### config.mk
export PLATFORM = sky130hd
export DESIGN_NAME = lpcf_link_channel
export DESIGN_NICKNAME = d
export VERILOG_FILES = /design/src/hdl/lpcf_pkg.sv /design/src/hdl/lpcf_link_channel.sv
export VERILOG_INCLUDE_DIRS = /design/src /design/src/hdl
export SDC_FILE = /design/constraint.sdc
export NUM_CORES = 1
export LEC_CHECK = 0
export ABC_AREA = 0
export BUFFER_PORTS_ARGS = -buffer_cell sky130_fd_sc_hd__buf_2
export CAP_MARGIN = 20
export CORE_UTILIZATION = 59
export DETAILED_ROUTE_END_ITERATION = 8
export PLACE_DENSITY = 0.8
export SLEW_MARGIN = 20
export SYNTH_ARGS = -nofsm -noshare
export SYNTH_HDL_FRONTEND = slang
export SYNTH_SLANG_ARGS = --single-unit
### constraint.sdc
create_clock -name clock -period 4.9 [get_ports clock]
set_input_delay 0.245 -clock clock [delete_from_list [all_inputs] [get_ports clock]]
set_output_delay 0.245 -clock clock [all_outputs]
set_load 0.005 [all_outputs]
### src/hdl/lpcf_defines.svh
// lpcf_defines.svh: offsets, field positions, reset values, counts
// assumes: included by bare name, one 32-bit AXI4-Lite register space
`ifndef LPCF_DEFINES_SVH
`define LPCF_DEFINES_SVH

// ---------------------------------------------------------------
// register offsets
// ---------------------------------------------------------------
`define LPCF_OFF_CTRL    4'h0
`define LPCF_OFF_STATUS  4'h4
`define LPCF_OFF_FAIR    4'h8
`define LPCF_OFF_CREDIT  4'hC

// ---------------------------------------------------------------
// fields and values
// ---------------------------------------------------------------
`define LPCF_CTRL_HP_EN    0
`define LPCF_CTRL_PASS_ALL 1
`define LPCF_STAT_HP_ACT   0
`define LPCF_STAT_OCC_LO   8
`define LPCF_CREDIT_INIT   4'h4
`define LPCF_CREDIT_MAX    4'hF
`define LPCF_CREDIT_W      4
`define LPCF_NUM_SLOTS     6
`define LPCF_HP_BASE       3'h3
`define LPCF_ORD_BASE      3'h0
`define LPCF_RESP_OKAY     2'h0
`define LPCF_RESP_SLVERR   2'h2

`endif

### src/hdl/lpcf_pkg.sv
// lpcf_pkg.sv: types shared by the link channel logic
// assumes: lpcf_defines.svh for numbers
package lpcf_pkg;

    // packet kinds seen on the receive stream
    typedef enum logic [2:0] {
        LPCF_PKT_POSTED,
        LPCF_PKT_NONPOSTED,
        LPCF_PKT_RESPONSE,
        LPCF_PKT_SPECIAL_P,
        LPCF_PKT_SPECIAL_NP,
        LPCF_PKT_LOCAL_REPLY
    } lpcf_kind_t;

    // virtual channel within a class
    typedef enum logic [1:0] {
        LPCF_VC_POSTED,
        LPCF_VC_NONPOSTED,
        LPCF_VC_RESPONSE
    } lpcf_vc_t;

    typedef enum logic {
        LPCF_WR_IDLE,
        LPCF_WR_RESP
    } lpcf_wr_t;

endpackage

### src/hdl/lpcf_link_channel.sv
// lpcf_link_channel.sv: per-link traffic class steering, credits, arbiter
// assumes: one core clock, async active-low cold reset, warm_reset pulse,
// a producer that checks slot_free before raising in_valid
`timescale 1ns/10ps
`include "lpcf_defines.svh"

module lpcf_link_channel
    import lpcf_pkg::*;
(
    input  wire logic        clock,
    input  wire logic        nrst,
    input  wire logic        warm_reset,
    // receive stream
    input  wire logic        in_valid,
    input  wire lpcf_kind_t  in_kind,
    input  wire logic        in_lat,
    input  wire logic        in_pass,
    input  wire logic [31:0] in_data,
    output logic [5:0]       slot_free,
    // transmit stream
    output logic             out_valid,
    input  wire logic        out_ready,
    output logic [2:0]       out_slot,
    output logic             out_lat,
    output logic             out_pass,
    output logic [31:0]      out_data,
    // credits returned by far side
    input  wire logic        cred_valid,
    input  wire logic        cred_lat,
    input  wire lpcf_vc_t    cred_vc,
    // buffer release idle packets
    output logic             nop_valid,
    output logic             nop_lat,
    output lpcf_vc_t         nop_vc,
    // AXI4-Lite slave
    input  wire logic [3:0]  s_axi_awaddr,
    input  wire logic        s_axi_awvalid,
    output logic             s_axi_awready,
    input  wire logic [31:0] s_axi_wdata,
    input  wire logic [3:0]  s_axi_wstrb,
    input  wire logic        s_axi_wvalid,
    output logic             s_axi_wready,
    output logic [1:0]       s_axi_bresp,
    output logic             s_axi_bvalid,
    input  wire logic        s_axi_bready,
    input  wire logic [3:0]  s_axi_araddr,
    input  wire logic        s_axi_arvalid,
    output logic             s_axi_arready,
    output logic [31:0]      s_axi_rdata,
    output logic [1:0]       s_axi_rresp,
    output logic             s_axi_rvalid,
    input  wire logic        s_axi_rready
);

    // ---------------------------------------------------------------
    // functions
    // ---------------------------------------------------------------
    function automatic logic [2:0] slot_of(input logic hp, input lpcf_vc_t vc);
        logic [2:0] base;
        base = hp ? `LPCF_HP_BASE : `LPCF_ORD_BASE;
        slot_of = base + {1'b0, vc};
    endfunction

    function automatic logic known_reg(input logic [3:0] a);
        known_reg = (a == `LPCF_OFF_CTRL) || (a == `LPCF_OFF_STATUS) ||
                    (a == `LPCF_OFF_FAIR) || (a == `LPCF_OFF_CREDIT);
    endfunction

    // ---------------------------------------------------------------
    // state
    // ---------------------------------------------------------------
    logic        hp_enable;
    logic        pass_all;
    logic        hp_active;
    logic [31:0] fair_count;
    logic [5:0]  slot_v;
    logic [5:0]  slot_lat;
    logic [5:0]  slot_pass;
    logic [31:0] slot_data [6];
    logic [`LPCF_CREDIT_W-1:0] credit [6];
    lpcf_wr_t    wr_state;
    logic        aw_held;
    logic        w_held;
    logic [3:0]  aw_addr;
    logic [31:0] w_data;
    logic [3:0]  w_strb;

    // ---------------------------------------------------------------
    // mode control
    // ---------------------------------------------------------------
    // enable latched only by warm reset; one instance per link
    always_ff @(posedge clock or negedge nrst) begin
        if (!nrst) begin
            hp_active <= 1'b0;
        end else if (warm_reset) begin
            hp_active <= hp_enable;
        end
    end

    // ---------------------------------------------------------------
    // receive steering
    // ---------------------------------------------------------------
    lpcf_vc_t   in_vc;
    logic       in_hp;
    logic [2:0] in_slot;
    logic       in_take;

    always_comb begin
        case (in_kind)
            LPCF_PKT_POSTED, LPCF_PKT_SPECIAL_P: in_vc = LPCF_VC_POSTED;
            LPCF_PKT_NONPOSTED, LPCF_PKT_SPECIAL_NP: in_vc = LPCF_VC_NONPOSTED;
            default: in_vc = LPCF_VC_RESPONSE;
        endcase
        // special packets stay ordinary; off mode maps all to ordinary
        in_hp = hp_active && in_lat && (in_kind != LPCF_PKT_SPECIAL_P) &&
                (in_kind != LPCF_PKT_SPECIAL_NP);
        in_slot = slot_of(in_hp, in_vc);
        in_take = in_valid && !slot_v[in_slot];
    end

    // ---------------------------------------------------------------
    // arbiter
    // ---------------------------------------------------------------
    logic       pick_v;
    logic [2:0] pick;
    logic       load;

    always_comb begin
        logic [2:0] b;
        logic       ok_p;
        logic       ok_n;
        logic       ok_r;
        pick_v = 1'b0;
        pick = `LPCF_ORD_BASE;
        b = `LPCF_ORD_BASE;
        ok_p = 1'b0;
        ok_n = 1'b0;
        ok_r = 1'b0;
        // classes are independent; high class checked last so it wins
        for (int c = 0; c < 2; c++) begin
            b = (c == 1) ? `LPCF_HP_BASE : `LPCF_ORD_BASE;
            ok_p = slot_v[b] && (credit[b] != '0);
            ok_n = slot_v[b+3'h1] && (credit[b+3'h1] != '0);
            ok_r = slot_v[b+3'h2] && (credit[b+3'h2] != '0);
            // same order inside each class
            if (ok_r && slot_pass[b+3'h2]) begin
                pick_v = 1'b1;
                pick = b + 3'h2;
            end else if (ok_p) begin
                pick_v = 1'b1;
                pick = b;
            end else if (ok_r && !slot_v[b]) begin
                pick_v = 1'b1;
                pick = b + 3'h2;
            end else if (ok_n && !slot_v[b]) begin
                pick_v = 1'b1;
                pick = b + 3'h1;
            end
        end
        load = pick_v && (!out_valid || out_ready);
    end

    // ---------------------------------------------------------------
    // virtual channel buffers and credits
    // ---------------------------------------------------------------
    logic [5:0] next_slot_v;
    lpcf_vc_t   cred_slot_vc;
    logic [2:0] cred_slot;

    assign cred_slot_vc = cred_vc;
    assign cred_slot = slot_of(hp_active && cred_lat, cred_slot_vc);

    generate
        for (genvar i = 0; i < `LPCF_NUM_SLOTS; i++) begin : g_slot
            always_comb begin
                next_slot_v[i] = slot_v[i];
                if (load && pick == i[2:0]) begin
                    next_slot_v[i] = 1'b0;
                end
                if (in_take && in_slot == i[2:0]) begin
                    next_slot_v[i] = 1'b1;
                end
            end

            always_ff @(posedge clock or negedge nrst) begin
                if (!nrst) begin
                    slot_v[i] <= 1'b0;
                    slot_lat[i] <= 1'b0;
                    slot_pass[i] <= 1'b0;
                    slot_data[i] <= '0;
                end else begin
                    slot_v[i] <= next_slot_v[i];
                    if (in_take && in_slot == i[2:0]) begin
                        // latency flag kept as received; local replies carry request flag
                        slot_lat[i] <= in_lat;
                        slot_pass[i] <= in_pass;
                        slot_data[i] <= in_data;
                    end
                end
            end

            // per channel transmit credits
            always_ff @(posedge clock or negedge nrst) begin
                if (!nrst) begin
                    credit[i] <= `LPCF_CREDIT_INIT;
                end else begin
                    logic inc;
                    logic dec;
                    inc = cred_valid && cred_slot == i[2:0] &&
                          credit[i] != `LPCF_CREDIT_MAX;
                    dec = load && pick == i[2:0];
                    if (inc && !dec) begin
                        credit[i] <= credit[i] + 1'b1;
                    end else if (dec && !inc) begin
                        credit[i] <= credit[i] - 1'b1;
                    end
                end
            end
        end
    endgenerate

    always_ff @(posedge clock or negedge nrst) begin
        if (!nrst) begin
            slot_free <= '1;
        end else begin
            slot_free <= ~next_slot_v;
        end
    end

    // ---------------------------------------------------------------
    // transmit register and idle packets
    // ---------------------------------------------------------------
    always_ff @(posedge clock or negedge nrst) begin
        if (!nrst) begin
            out_valid <= 1'b0;
            out_slot <= '0;
            out_lat <= 1'b0;
            out_pass <= 1'b0;
            out_data <= '0;
        end else if (load) begin
            out_valid <= 1'b1;
            out_slot <= pick;
            out_lat <= slot_lat[pick];
            out_pass <= slot_pass[pick] ||
                        (pass_all && pick[1:0] == LPCF_VC_RESPONSE &&
                         pick < `LPCF_HP_BASE) ||
                        (pass_all && pick == `LPCF_HP_BASE + 3'h2);
            out_data <= slot_data[pick];
        end else if (out_ready) begin
            out_valid <= 1'b0;
        end
    end

    // a freed receive buffer is announced to the far side
    always_ff @(posedge clock or negedge nrst) begin
        if (!nrst) begin
            nop_valid <= 1'b0;
            nop_lat <= 1'b0;
            nop_vc <= LPCF_VC_POSTED;
        end else begin
            nop_valid <= load;
            nop_lat <= load && hp_active && (pick >= `LPCF_HP_BASE);
            nop_vc <= (pick >= `LPCF_HP_BASE) ? lpcf_vc_t'(2'(pick - `LPCF_HP_BASE))
                                             : lpcf_vc_t'(pick[1:0]);
        end
    end

    // ordinary sends only
    always_ff @(posedge clock or negedge nrst) begin
        if (!nrst) begin
            fair_count <= '0;
        end else if (load && pick < `LPCF_HP_BASE) begin
            fair_count <= fair_count + 32'h1;
        end
    end

    // ---------------------------------------------------------------
    // AXI4-Lite write
    // ---------------------------------------------------------------
    always_ff @(posedge clock or negedge nrst) begin
        if (!nrst) begin
            wr_state <= LPCF_WR_IDLE;
            aw_held <= 1'b0;
            w_held <= 1'b0;
            aw_addr <= '0;
            w_data <= '0;
            w_strb <= '0;
            s_axi_awready <= 1'b0;
            s_axi_wready <= 1'b0;
            s_axi_bvalid <= 1'b0;
            s_axi_bresp <= `LPCF_RESP_OKAY;
            hp_enable <= 1'b0;
            pass_all <= 1'b0;
        end else begin
            case (wr_state)
                LPCF_WR_IDLE: begin
                    s_axi_awready <= !aw_held && !(s_axi_awvalid && s_axi_awready);
                    s_axi_wready <= !w_held && !(s_axi_wvalid && s_axi_wready);
                    if (s_axi_awvalid && s_axi_awready) begin
                        aw_held <= 1'b1;
                        aw_addr <= s_axi_awaddr;
                    end
                    if (s_axi_wvalid && s_axi_wready) begin
                        w_held <= 1'b1;
                        w_data <= s_axi_wdata;
                        w_strb <= s_axi_wstrb;
                    end
                    if (aw_held && w_held) begin
                        s_axi_awready <= 1'b0;
                        s_axi_wready <= 1'b0;
                        s_axi_bvalid <= 1'b1;
                        s_axi_bresp <= known_reg(aw_addr) ? `LPCF_RESP_OKAY
                                                          : `LPCF_RESP_SLVERR;
                        if (aw_addr == `LPCF_OFF_CTRL && w_strb[0]) begin
                            hp_enable <= w_data[`LPCF_CTRL_HP_EN];
                            pass_all <= w_data[`LPCF_CTRL_PASS_ALL];
                        end
                        wr_state <= LPCF_WR_RESP;
                    end
                end
                LPCF_WR_RESP: begin
                    if (s_axi_bready) begin
                        s_axi_bvalid <= 1'b0;
                        aw_held <= 1'b0;
                        w_held <= 1'b0;
                        s_axi_awready <= 1'b1;
                        s_axi_wready <= 1'b1;
                        wr_state <= LPCF_WR_IDLE;
                    end
                end
                default: wr_state <= LPCF_WR_IDLE;
            endcase
        end
    end

    // ---------------------------------------------------------------
    // AXI4-Lite read
    // ---------------------------------------------------------------
    logic [31:0] rd_word;

    always_comb begin
        rd_word = '0;
        case (s_axi_araddr)
            `LPCF_OFF_CTRL: begin
                rd_word[`LPCF_CTRL_HP_EN] = hp_enable;
                rd_word[`LPCF_CTRL_PASS_ALL] = pass_all;
            end
            `LPCF_OFF_STATUS: begin
                rd_word[`LPCF_STAT_HP_ACT] = hp_active;
                rd_word[`LPCF_STAT_OCC_LO +: 6] = slot_v;
            end
            `LPCF_OFF_FAIR: rd_word = fair_count;
            `LPCF_OFF_CREDIT: rd_word = {8'h00, credit[5], credit[4], credit[3],
                                         credit[2], credit[1], credit[0]};
            default: rd_word = '0;
        endcase
    end

    always_ff @(posedge clock or negedge nrst) begin
        if (!nrst) begin
            s_axi_arready <= 1'b0;
            s_axi_rvalid <= 1'b0;
            s_axi_rdata <= '0;
            s_axi_rresp <= `LPCF_RESP_OKAY;
        end else if (s_axi_rvalid) begin
            if (s_axi_rready) begin
                s_axi_rvalid <= 1'b0;
                s_axi_arready <= 1'b1;
            end
        end else if (s_axi_arvalid && s_axi_arready) begin
            s_axi_arready <= 1'b0;
            s_axi_rvalid <= 1'b1;
            s_axi_rdata <= rd_word;
            s_axi_rresp <= known_reg(s_axi_araddr) ? `LPCF_RESP_OKAY
                                                   : `LPCF_RESP_SLVERR;
        end else begin
            s_axi_arready <= 1'b1;
        end
    end

endmodule

# Word-level counts from Yosys, hierarchy flattened
# Cells that the tools add are included.
# W data, S select, Z words.
[totals]
output_inout_bits = 89
mem_bits_ro = 0
mem_count = 0
in_bits = 95
latch_bits = 0
ram_bits = 0
register_bits = 368
[op_classes]
addsub = 16
bitwise = 4
n_shift = 0
n_reduce_logical = 125
n_mux = 83
mul = 0
order_cmp = 5
n_eq_ne = 38
n_div = 0
[op_table]
columns = ["cell", "n"]
rows = [
  ["$bmux W32 S3", 1],
  ["$logic_and A1 B1 Y1", 67],
  ["$mux W32", 2],
  ["$mux W4", 12],
  ["$mux W1", 41],
  ["$pmux W18 S2", 1],
  ["$add A32 B1 Y32 const B", 1],
  ["$add A4 B1 Y4 const B", 6],
  ["$ne A4 B4 Y1 const B", 6],
  ["$reduce_bool A4 Y1", 6],
  ["$sub A4 B1 Y4 const B", 6],
  ["$eq A3 B2 Y1 const B", 7],
  ["$eq A3 B3 Y1 const B", 7],
  ["$logic_not A1 Y1", 20],
  ["$mux W3", 6],
  ["$pmux W6 S3", 1],
  ["$eq A4 B4 Y1 const B", 4],
  ["$reduce_and A2 Y1", 7],
  ["$reduce_bool A2 Y1", 7],
  ["$eq A3 B1 Y1 const B", 4],
  ["$logic_not A3 Y1", 4],
  ["$mux W2", 6],
  ["$pmux W1 S2", 6],
  ["$pmux W6 S2", 1],
  ["23 further kinds", 42],
]

# Depth between registers and ports, before layout
# Gate-level depths: netlist of run 1.
[depth]
depth_word = 16
mapped_depth = 16

# Worst setup path before layout of run 1
# Ideal clock, no wire load.
[synth_path]
path_type = "register -> register"
startpoint = "register credit[8] in the netlist's numbering"
endpoint = "register credit[3] in the netlist's numbering"
required_ns = 4.775
path_buffers = 2
period_less_slack_ns = 3.442
slack_ns = 1.458
stages_incl_launch_ff = 17
setup_time_ns = 0.125
arrival_time_ns = 3.317
path_cell_list = "dfrtp_1 -> o41ai_4 -> o21a_1 -> buf_4 -> nor2_1 -> inv_1 -> clkbuf_1 -> ha_1 -> nand2_1 -> ha_1 -> inv_1 -> ha_1 -> a21o_1 -> a21oi_1 -> xnor2_1 -> nor2_1 -> xor2_1"
[synth_between]
elab_chain_len = 9
[synth_lines]
columns = ["item", "line_no", "text"]
rows = [
  ["start, declared", "lpcf_link_channel.sv:80", "logic [`LPCF_CREDIT_W-1:0] credit [6];"],
  ["start signal, assigned by index", "lpcf_link_channel.sv:205", "credit[i] <= `LPCF_CREDIT_INIT;"],
  ["start signal, assigned by index", "lpcf_link_channel.sv:213", "credit[i] <= credit[i] + 1'b1;"],
  ["start signal, assigned by index", "lpcf_link_channel.sv:215", "credit[i] <= credit[i] - 1'b1;"],
  ["$reduce_bool A4 Y1 *", "lpcf_link_channel.sv:142", "ok_p = slot_v[b] && (credit[b] != '0);"],
  ["$logic_and A1 B1 Y1 *", "lpcf_link_channel.sv:142", ""],
  ["$mux W3 *", "lpcf_link_channel.sv:149", "end else if (ok_p) begin"],
  ["$mux W3 *", "lpcf_link_channel.sv:146", "if (ok_r && slot_pass[b+3'h2]) begin"],
  ["via pick[1]", "lpcf_link_channel.sv:125", "logic [2:0] pick;"],
  ["$eq A3 B3 Y1 *", "lpcf_link_channel.sv:211", "dec = load && pick == i[2:0];"],
  ["$logic_and A1 B1 Y1 *", "lpcf_link_channel.sv:211", ""],
  ["$logic_not A1 Y1", "lpcf_link_channel.sv:212", "if (inc && !dec) begin"],
  ["$logic_and A1 B1 Y1", "lpcf_link_channel.sv:212", ""],
  ["$mux W4 or $reduce_bool A2 Y1 (tied branches)", "n/a", ""],
]
# The timed path passes the listed nets; every way through them passes the cells marked *.
# A chain may end at the register's enable or synchronous reset.

# Final worst setup path of run 1
# Same ends and word-level chain as after synthesis.

==> impl_results.md, run 1 <==
* I/O Pins at 184
* Sequential area share after synthesis at 55.2%
* Status: completed
* Max VDD drop at 0.315 mV
* Most common cell after layout, fill and taps aside: dfrtp_1
* PD cells at 661 nW/µm²
* Dominant synthesized flop cell: dfrtp_1
* TritonCTS clock tree: built
* Hold Path Stages at 2
* R2R Path Start: credit[8]$_DFFE_PN0P_
* Worst Reg-to-Reg Cells at 16
* HP Start: in_data[16]
* Layout Nets at 1627
* R2r setup slk at 810 ps
* Die Span Y at 170 µm
* CTS Sinks at 366
* Minimum hold slack at 28.6 ps
* Most frequent cells in the layout: 354 x dfrtp_1, 228 x mux2_2, 147 x buf_2
* CTS clk-pin slew, worst paths at 60 ps
* Syn Area/Cell at 12.3 µm²
* RD Place Congestion at 0.887
* Post-synth top area cell: dfrtp_1
* Leakage at 9.02 nW
* Mapped Cells at 1346
* Yosys reg bits at 366
* CP max FO at 12
* Period utilization at 83.5%
* Max cap viols at 0
* Overall Power at 12.6 mW
* Layout Utilization at 68.9%
* Core area at 27700 µm²
* DR pass1 iterations at 5
* Seq pwr share at 40.2%
* Hold Fails Final Rpt at 0
* Maximum clock path buffer count at 3
* Layout fillers at 1962
* Share of cells above drive strength 1 at 31.0%
* Initial Util at 59.9%
* Total wire length at 37.8 mm
* Internal power at 8.17 mW
* Finish-stage setup viols at 0
* Setup repair bufs after CTS at 0
* IO buf count at 148
* First-pass GRT wire length at 60.7 mm
* Die W at 170 µm
* F_max at 244 MHz
* Unrepaired setup endpoints after global routing: false
* Crit path top cell by count: ha_1
* WP data required at 5290 ps
* Total GRT Usage at 26.9%
* Synth cell types at 60
* Mapped Area at 16600 µm²
* Die ar. at 28800 µm²
* Drt initial violations at 864
* Net Switching at 4.45 mW
* Vias in the first global route at 11.4k
* CP Cell Sequence: o41ai_4 -> o21a_1 -> buf_4 -> nor2_1 -> buf_4 -> inv_1 -> ha_1 -> nand2_1 -> ha_1 -> inv_1 -> ha_1 -> a21o_1 -> a21oi_1 -> xnor2_1 -> nor2_1 -> xor2_1
* Root Driver: clkbuf_16
* Skew final at 18.4 ps
* Htree depth at 2
* Clock buffer count from CTS at 38
* Yosys warns at 0
* Crit start category: register
* Setup CP Type: reg2reg
* Dpl hpwl at 23.8 mm
* Fin. max-slew vios at 0
* CP max stage cell: o41ai_4
* Hold Path End: slot_data[144]$_DFFE_PN0P_
* Largest net degree at the start of global routing at 145
* Rel. slew slack at 26.9%
* Most area-consuming cells after synthesis: dfrtp_1 53%, mux2_2 15%, mux2i_1 4.3%
* Clock power share at 22.3%
* Arrival @ worst endpoint at 4480 ps
* Dpl cells at 1824
* Wire per inst at 19.8 µm
* Slew @ Worst Pin at 1090 ps
* Non-Filler Instances at 1908
* Post-route ant nets at 0
* CP Capture Type: register
* Clock Latency Late Sink at 520 ps
* Share of synthesized registers carrying an async set or reset at 100%
* Net Sw Frac at 35.2%
* CP max stage delay at 620 ps
* Synthesis-to-finish area growth at 14.9%
* Critical register-to-register path endpoint: credit[3]$_DFFE_PN0P_
* Tmin final at 4090 ps
* Hold WC Path Type: in2reg
* Combinational fraction of design power at 37.5%
* Yosys top cell area share at 53.3%
* Vias per cell at 5.94
* DR DRC count at 0
* Row cnt at 61
* EDFF count, synth at 0
* Initial antenna violation count at 5
* Grt total ovfl at 0
* Routed via count at 11.3k
* Setup_tns at 0 ps
-- state kept, by name (all words and copies together) (netlist names), 2 cells and up --
signal,flops
aw_addr,4
credit,24
fair_count,32
nop_vc,2
out_data,32
out_slot,3
s_axi_rdata,32
slot_data,192
slot_free,6
slot_lat,6
slot_pass,6
slot_v,6
w_data,2
-- stage by stage --
step                      worst slack (ps)  cell area (µm²)
after floorplan                       1460            16600
after global placement                1040            17700
after detailed placement               969            17700
after CTS                              850            19100
after global routing                   626            19100
final                                  808            19100
-- worst max-delay path by stage --
stage / slack (ps) / cells after the start / endpoint / startpoint
finish: 810 / 16 / credit[3]$_DFFE_PN0P_ / credit[8]$_DFFE_PN0P_
global route: 630 / 16 / credit[3]$_DFFE_PN0P_ / credit[8]$_DFFE_PN0P_
CTS: 850 / 16 / credit[3]$_DFFE_PN0P_ / credit[8]$_DFFE_PN0P_
detailed placement: 970 / 16 / credit[3]$_DFFE_PN0P_ / credit[8]$_DFFE_PN0P_
global placement: 1040 / 16 / credit[3]$_DFFE_PN0P_ / credit[8]$_DFFE_PN0P_
floorplan: 1460 / 16 / credit[3]$_DFFE_PN0P_ / credit[8]$_DFFE_PN0P_
-- layout make-up --
cell class | instances | area, µm² | share of cell area, %
inverters | 26 | 100 | 0.524
clock inverters | 6 | 98.8 | 0.518
flip-flops and latches | 366 | 9170 | 48.1
diodes | 3 | 7.51 | 0.0393
well taps | 378 | 473 | 2.48
multi-input cells | 890 | 7070 | 37.1
clock buffers | 62 | 1130 | 5.93
repair buffers | 177 | 1030 | 5.38
-- worst max-delay path, delay by kind of cell (launching register included) --
family,cells,cell delay (ps)
AOI/OAI and AO/OA,4,1230
DFF,1,480
xor gates and xnor gates,2,290
adders and majority gates,3,800
buffers and inverters,4,920
and+or+nand+nor,3,250
-- cell usage after synthesis, types with 3 or more instances --
library cell and n:
mux2_2 228, fa_1 8, o21a_1 5, dfrtp_1 354, nor4_1 10, a21boi_0 4, a41o_1 3, mux2i_1 71
buf_1 11, and3_1 3, buf_2 7, nand2_1 145, a21o_1 9, o22a_1 9, nor3_1 15, o21ai_0 56
o22ai_1 32, inv_1 24, buf_4 5, xor2_1 21, o221a_1 4, a22oi_1 23, nand4_1 16, xnor2_1 35
or4_1 4, ha_1 25, a211o_1 20, dfstp_2 12, clkbuf_1 40, nor2b_1 4, nand2b_1 7, nand3_1 20
nor2_1 39, a21oi_1 40, and2_1 3
-- per-layer routing --
| layer | routed length (µm) | part of all wire [%] | track usage [%] | up-vias |
|---|---|---|---|---|
| met5 | 26 | 0.069 | 0 | - |
| met4 | 1030 | 2.7 | 8.89 | 4 |
| met3 | 2000 | 5.3 | 4.57 | 83 |
| met2 | 18600 | 49 | 44.4 | 346 |
| met1 | 16200 | 43 | 36.3 | 5762 |
| li1 | - | - | - | 5146 |
-- logic make-up after synthesis --
group	after synthesis	share of synthesized area, %
flip-flops	366	55.2
multiplexers	301	19.9
AND/OR/NAND/NOR	279	7.73
AO/OA/AOI/OAI	219	8.96
buffers and inverters	91	2.31
XOR/XNOR	56	2.95
adder cells (fa/ha/maj)	33	2.85
other	1	0.0226
-- timing repair --
action                    in CTS  in global routing
hold endpoints to repair     109                  0
resized for setup              0                  0
hold buffers                  13                  0
-- power by group through the flow --
stage                     sequential, mW  clock (mW)  combinational (mW)
after floorplan                     4.87           0                3.47
after global placement              5.01           0                4.51
after detailed placement            5.09           0                4.68
after CTS                           5.06        2.86                4.75
after global routing                5.21        2.98                5.18
final                               5.08        2.81                4.73
Note: power is estimated with default switching activity, not from simulation.
==> run 2, diff against run 1 <==
--- a/config.mk
+++ b/config.mk
@@ -9,9 +9,9 @@
 export ABC_AREA = 0
 export BUFFER_PORTS_ARGS = -buffer_cell sky130_fd_sc_hd__buf_2
 export CAP_MARGIN = 20
-export CORE_UTILIZATION = 59
+export CORE_UTILIZATION = 53
 export DETAILED_ROUTE_END_ITERATION = 8
-export PLACE_DENSITY = 0.8
+export PLACE_DENSITY = 0.76
 export SLEW_MARGIN = 20
 export SYNTH_ARGS = -nofsm -noshare
 export SYNTH_HDL_FRONTEND = slang
==> constraint.sdc (replaced) <==
create_clock -name clock -period 3.35 [get_ports clock]
set_input_delay 0.1675 -clock clock [delete_from_list [all_inputs] [get_ports clock]]
set_output_delay 0.1675 -clock clock [all_outputs]
set_load 0.005 [all_outputs]
==> impl_results.md, run 2 (same netlist as run 1, synthesis figures left out) <==
* Dpl hpwl at 24.6 mm (was 23.8 mm)
* Max VDD drop at 0.506 mV (was 0.315 mV)
* Hold WC Path Type: in2reg (unchanged)
* Period utilization at 96.0% (was 83.5%)
* Htree depth at 2 (unchanged)
* Tmin final at 3220 ps (was 4090 ps)
* I/O Pins at 184 (unchanged)
* IO buf count at 148 (unchanged)
* TritonCTS clock tree: built (unchanged)
* R2R Path Start: credit[5]$_DFFE_PN0P_ (was credit[8]$_DFFE_PN0P_)
* Slew @ Worst Pin at 710 ps (was 1090 ps)
* Leakage at 9.38 nW (was 9.02 nW)
* Hold Path End: s_axi_rdata[9]$_DFFE_PN0P_ (was slot_data[144]$_DFFE_PN0P_)
* Setup_tns at 0 ps (unchanged)
* Non-Filler Instances at 1992 (was 1908)
* Layout Nets at 1700 (was 1627)
* CP max FO at 5 (was 12)
* Drt initial violations at 669 (was 864)
* RD Place Congestion at 0.883 (was 0.887)
* Most common cell after layout, fill and taps aside: dfrtp_1 (unchanged)
* FF+latch area at 9180 µm² (was 9170 µm²)
* Unrepaired setup endpoints after global routing: true (was false)
* Violated checks: design-rule violations
* Max reg flops at 192 (unchanged)
* Die W at 179 µm (was 170 µm)
* Share of cells above drive strength 1 at 32.9% (was 31.0%)
* Dpl cells at 1875 (was 1824)
* Vias per cell at 5.81 (was 5.94)
* Critical register-to-register path endpoint: credit[19]$_DFFE_PN0P_ (was credit[3]$_DFFE_PN0P_)
* Rel. slew slack at 52.7% (was 26.9%)
* PD cells at 956 nW/µm² (was 661 nW/µm²)
* Post-route ant nets at 0 (unchanged)
* Most frequent cells in the layout: 352 x dfrtp_1, 228 x mux2_2, 147 x buf_2 (was 354 x dfrtp_1, 228 x mux2_2, 147 x buf_2)
* DR DRC count at 20 (was 0)
* Layout Utilization at 64.7% (was 68.9%)
* Crit start category: register (unchanged)
* Total wire length at 38.9 mm (was 37.8 mm)
* Root Driver: clkbuf_16 (unchanged)
* DR pass1 iterations at 7 (was 5)
* Maximum clock path buffer count at 3 (unchanged)
* Initial Util at 54.0% (was 59.9%)
* Overall Power at 19.0 mW (was 12.6 mW)
* Hold Path Stages at 3 (was 2)
* Layout fillers at 2277 (was 1962)
* Die ar. at 32000 µm² (was 28800 µm²)
* F_max at 311 MHz (was 244 MHz)
* Finish-stage setup viols at 0 (unchanged)
* Grt total ovfl at 0 (unchanged)
* Setup CP Type: reg2reg (unchanged)
* Multi-input gate area at 7140 µm² (was 7070 µm²)
* Arrival @ worst endpoint at 3620 ps (was 4480 ps)
* Worst Reg-to-Reg Cells at 14 (was 16)
* CTS Sinks at 366 (unchanged)
* First-pass GRT wire length at 62.3 mm (was 60.7 mm)
* Clock Latency Late Sink at 530 ps (was 520 ps)
* Hold Fails Final Rpt at 0 (unchanged)
* CP Cell Sequence: nor4_4 -> buf_4 -> nor2_1 -> o311ai_4 -> ha_1 -> nand2_1 -> ha_1 -> inv_1 -> ha_1 -> a21o_1 -> a21oi_1 -> xnor2_1 -> nor2_1 -> xor2_1 (was o41ai_4 -> o21a_1 -> buf_4 -> nor2_1 -> buf_4 -> inv_1 -> ha_1 -> nand2_1 -> ha_1 -> inv_1 -> ha_1 -> a21o_1 -> a21oi_1 -> xnor2_1 -> nor2_1 -> xor2_1)
* Fin. max-slew vios at 0 (unchanged)
* Vias in the first global route at 11.7k (was 11.4k)
* WP data required at 3750 ps (was 5290 ps)
* Routed via count at 11.6k (was 11.3k)
* Most flops, register: slot_data (unchanged)
* Initial antenna violation count at 2 (was 5)
* Skew final at 14.9 ps (was 18.4 ps)
* Total GRT Usage at 24.8% (was 26.9%)
* Clock buffer count from CTS at 39 (was 38)
* HP Start: s_axi_araddr[3] (was in_data[16])
* Max cap viols at 0 (unchanged)
* Core area at 30700 µm² (was 27700 µm²)
* Largest net degree at the start of global routing at 92 (was 145)
* CP max stage cell: o311ai_4 (was o41ai_4)
* CP Capture Type: register (unchanged)
* Status: finished with violations (was completed)
* Wire per inst at 19.5 µm (was 19.8 µm)
* Die Span Y at 179 µm (was 170 µm)
* Row cnt at 64 (was 61)
* Synthesis-to-finish area growth at 19.7% (was 14.9%)
* Crit path top cell by count: ha_1 (unchanged)
* CP max stage delay at 450 ps (was 620 ps)
* R2r setup slk at 130 ps (was 810 ps)
* CTS clk-pin slew, worst paths at 60 ps (about the same)
run 2: worst max path at each step:
stage	from	to	cells past startpoint
finish	credit[5]$_DFFE_PN0P_	credit[19]$_DFFE_PN0P_	14
floorplan	credit[4]$_DFFE_PN0P_	credit[7]$_DFFE_PN0P_	16
detailed placement	credit[5]$_DFFE_PN0P_	credit[15]$_DFFE_PN0P_	15
global placement	credit[5]$_DFFE_PN0P_	credit[15]$_DFFE_PN0P_	15
CTS	credit[18]$_DFFE_PN1P_	credit[15]$_DFFE_PN0P_	14
global route	credit[5]$_DFFE_PN0P_	credit[23]$_DFFE_PN0P_	15
run 2: timing repair:
action                                  CTS  global route
gates resized for setup                   0            18
pin swaps                                 1             2
buffers inserted                          0             2
hold buffers                             50             0
gates cloned                              0             0
endpoints found under the setup margin    3             6
endpoints found under the hold margin   303             0
run 2: routing by layer:
metal	wire length, µm	vias to the layer above	global-route usage (%)
met1	17100	5912	33.9
met3	1850	74	3.67
met4	1010	2	7.70
met2	18900	302	40.7
met5	8	-	0
li1	-	5291	-
run 2: per-stage QoR:
stage / area [µm²] / hold slack, ps / setup WS [ps]
2_1_floorplan: 16600 / -128 / 15.8
3_3_place_gp: 18000 / 243 / 130
3_5_place_dp: 18000 / 246 / 0.914
4_1_cts: 19800 / 121 / 48.4
5_1_grt: 19900 / 135 / -34.5
6_report: 19900 / 144 / 133
run 2: final cells by class:
cell class / count / area share, %
Sequential cell: 366 / 46.1
Inverter: 26 / 0.503
Tap cell: 396 / 2.49
Clock buffer: 53 / 5.43
Multi-Input combinational cell: 890 / 35.9
Antenna cell: 1 / 0.0126
Timing Repair Buffer: 249 / 8.60
Clock inverter: 11 / 0.887
run 2: critical path, delay by kind of cell (launching register included):
| family | cells | cell delay [ps] |
|---|---|---|
| compound gates | 3 | 820 |
| fa+ha+maj | 3 | 740 |
| simple gates | 4 | 530 |
| flops | 1 | 440 |
| buf+inv | 2 | 290 |
| xor+xnor | 2 | 290 |
run 2: report_power, final:
part           switching (mW)  internal [mW]  total, mW
sequential               1.16           6.21       7.37
combinational            3.82           3.57       7.39
clock                    1.69           2.56       4.25
total                    6.67           12.3       19.0
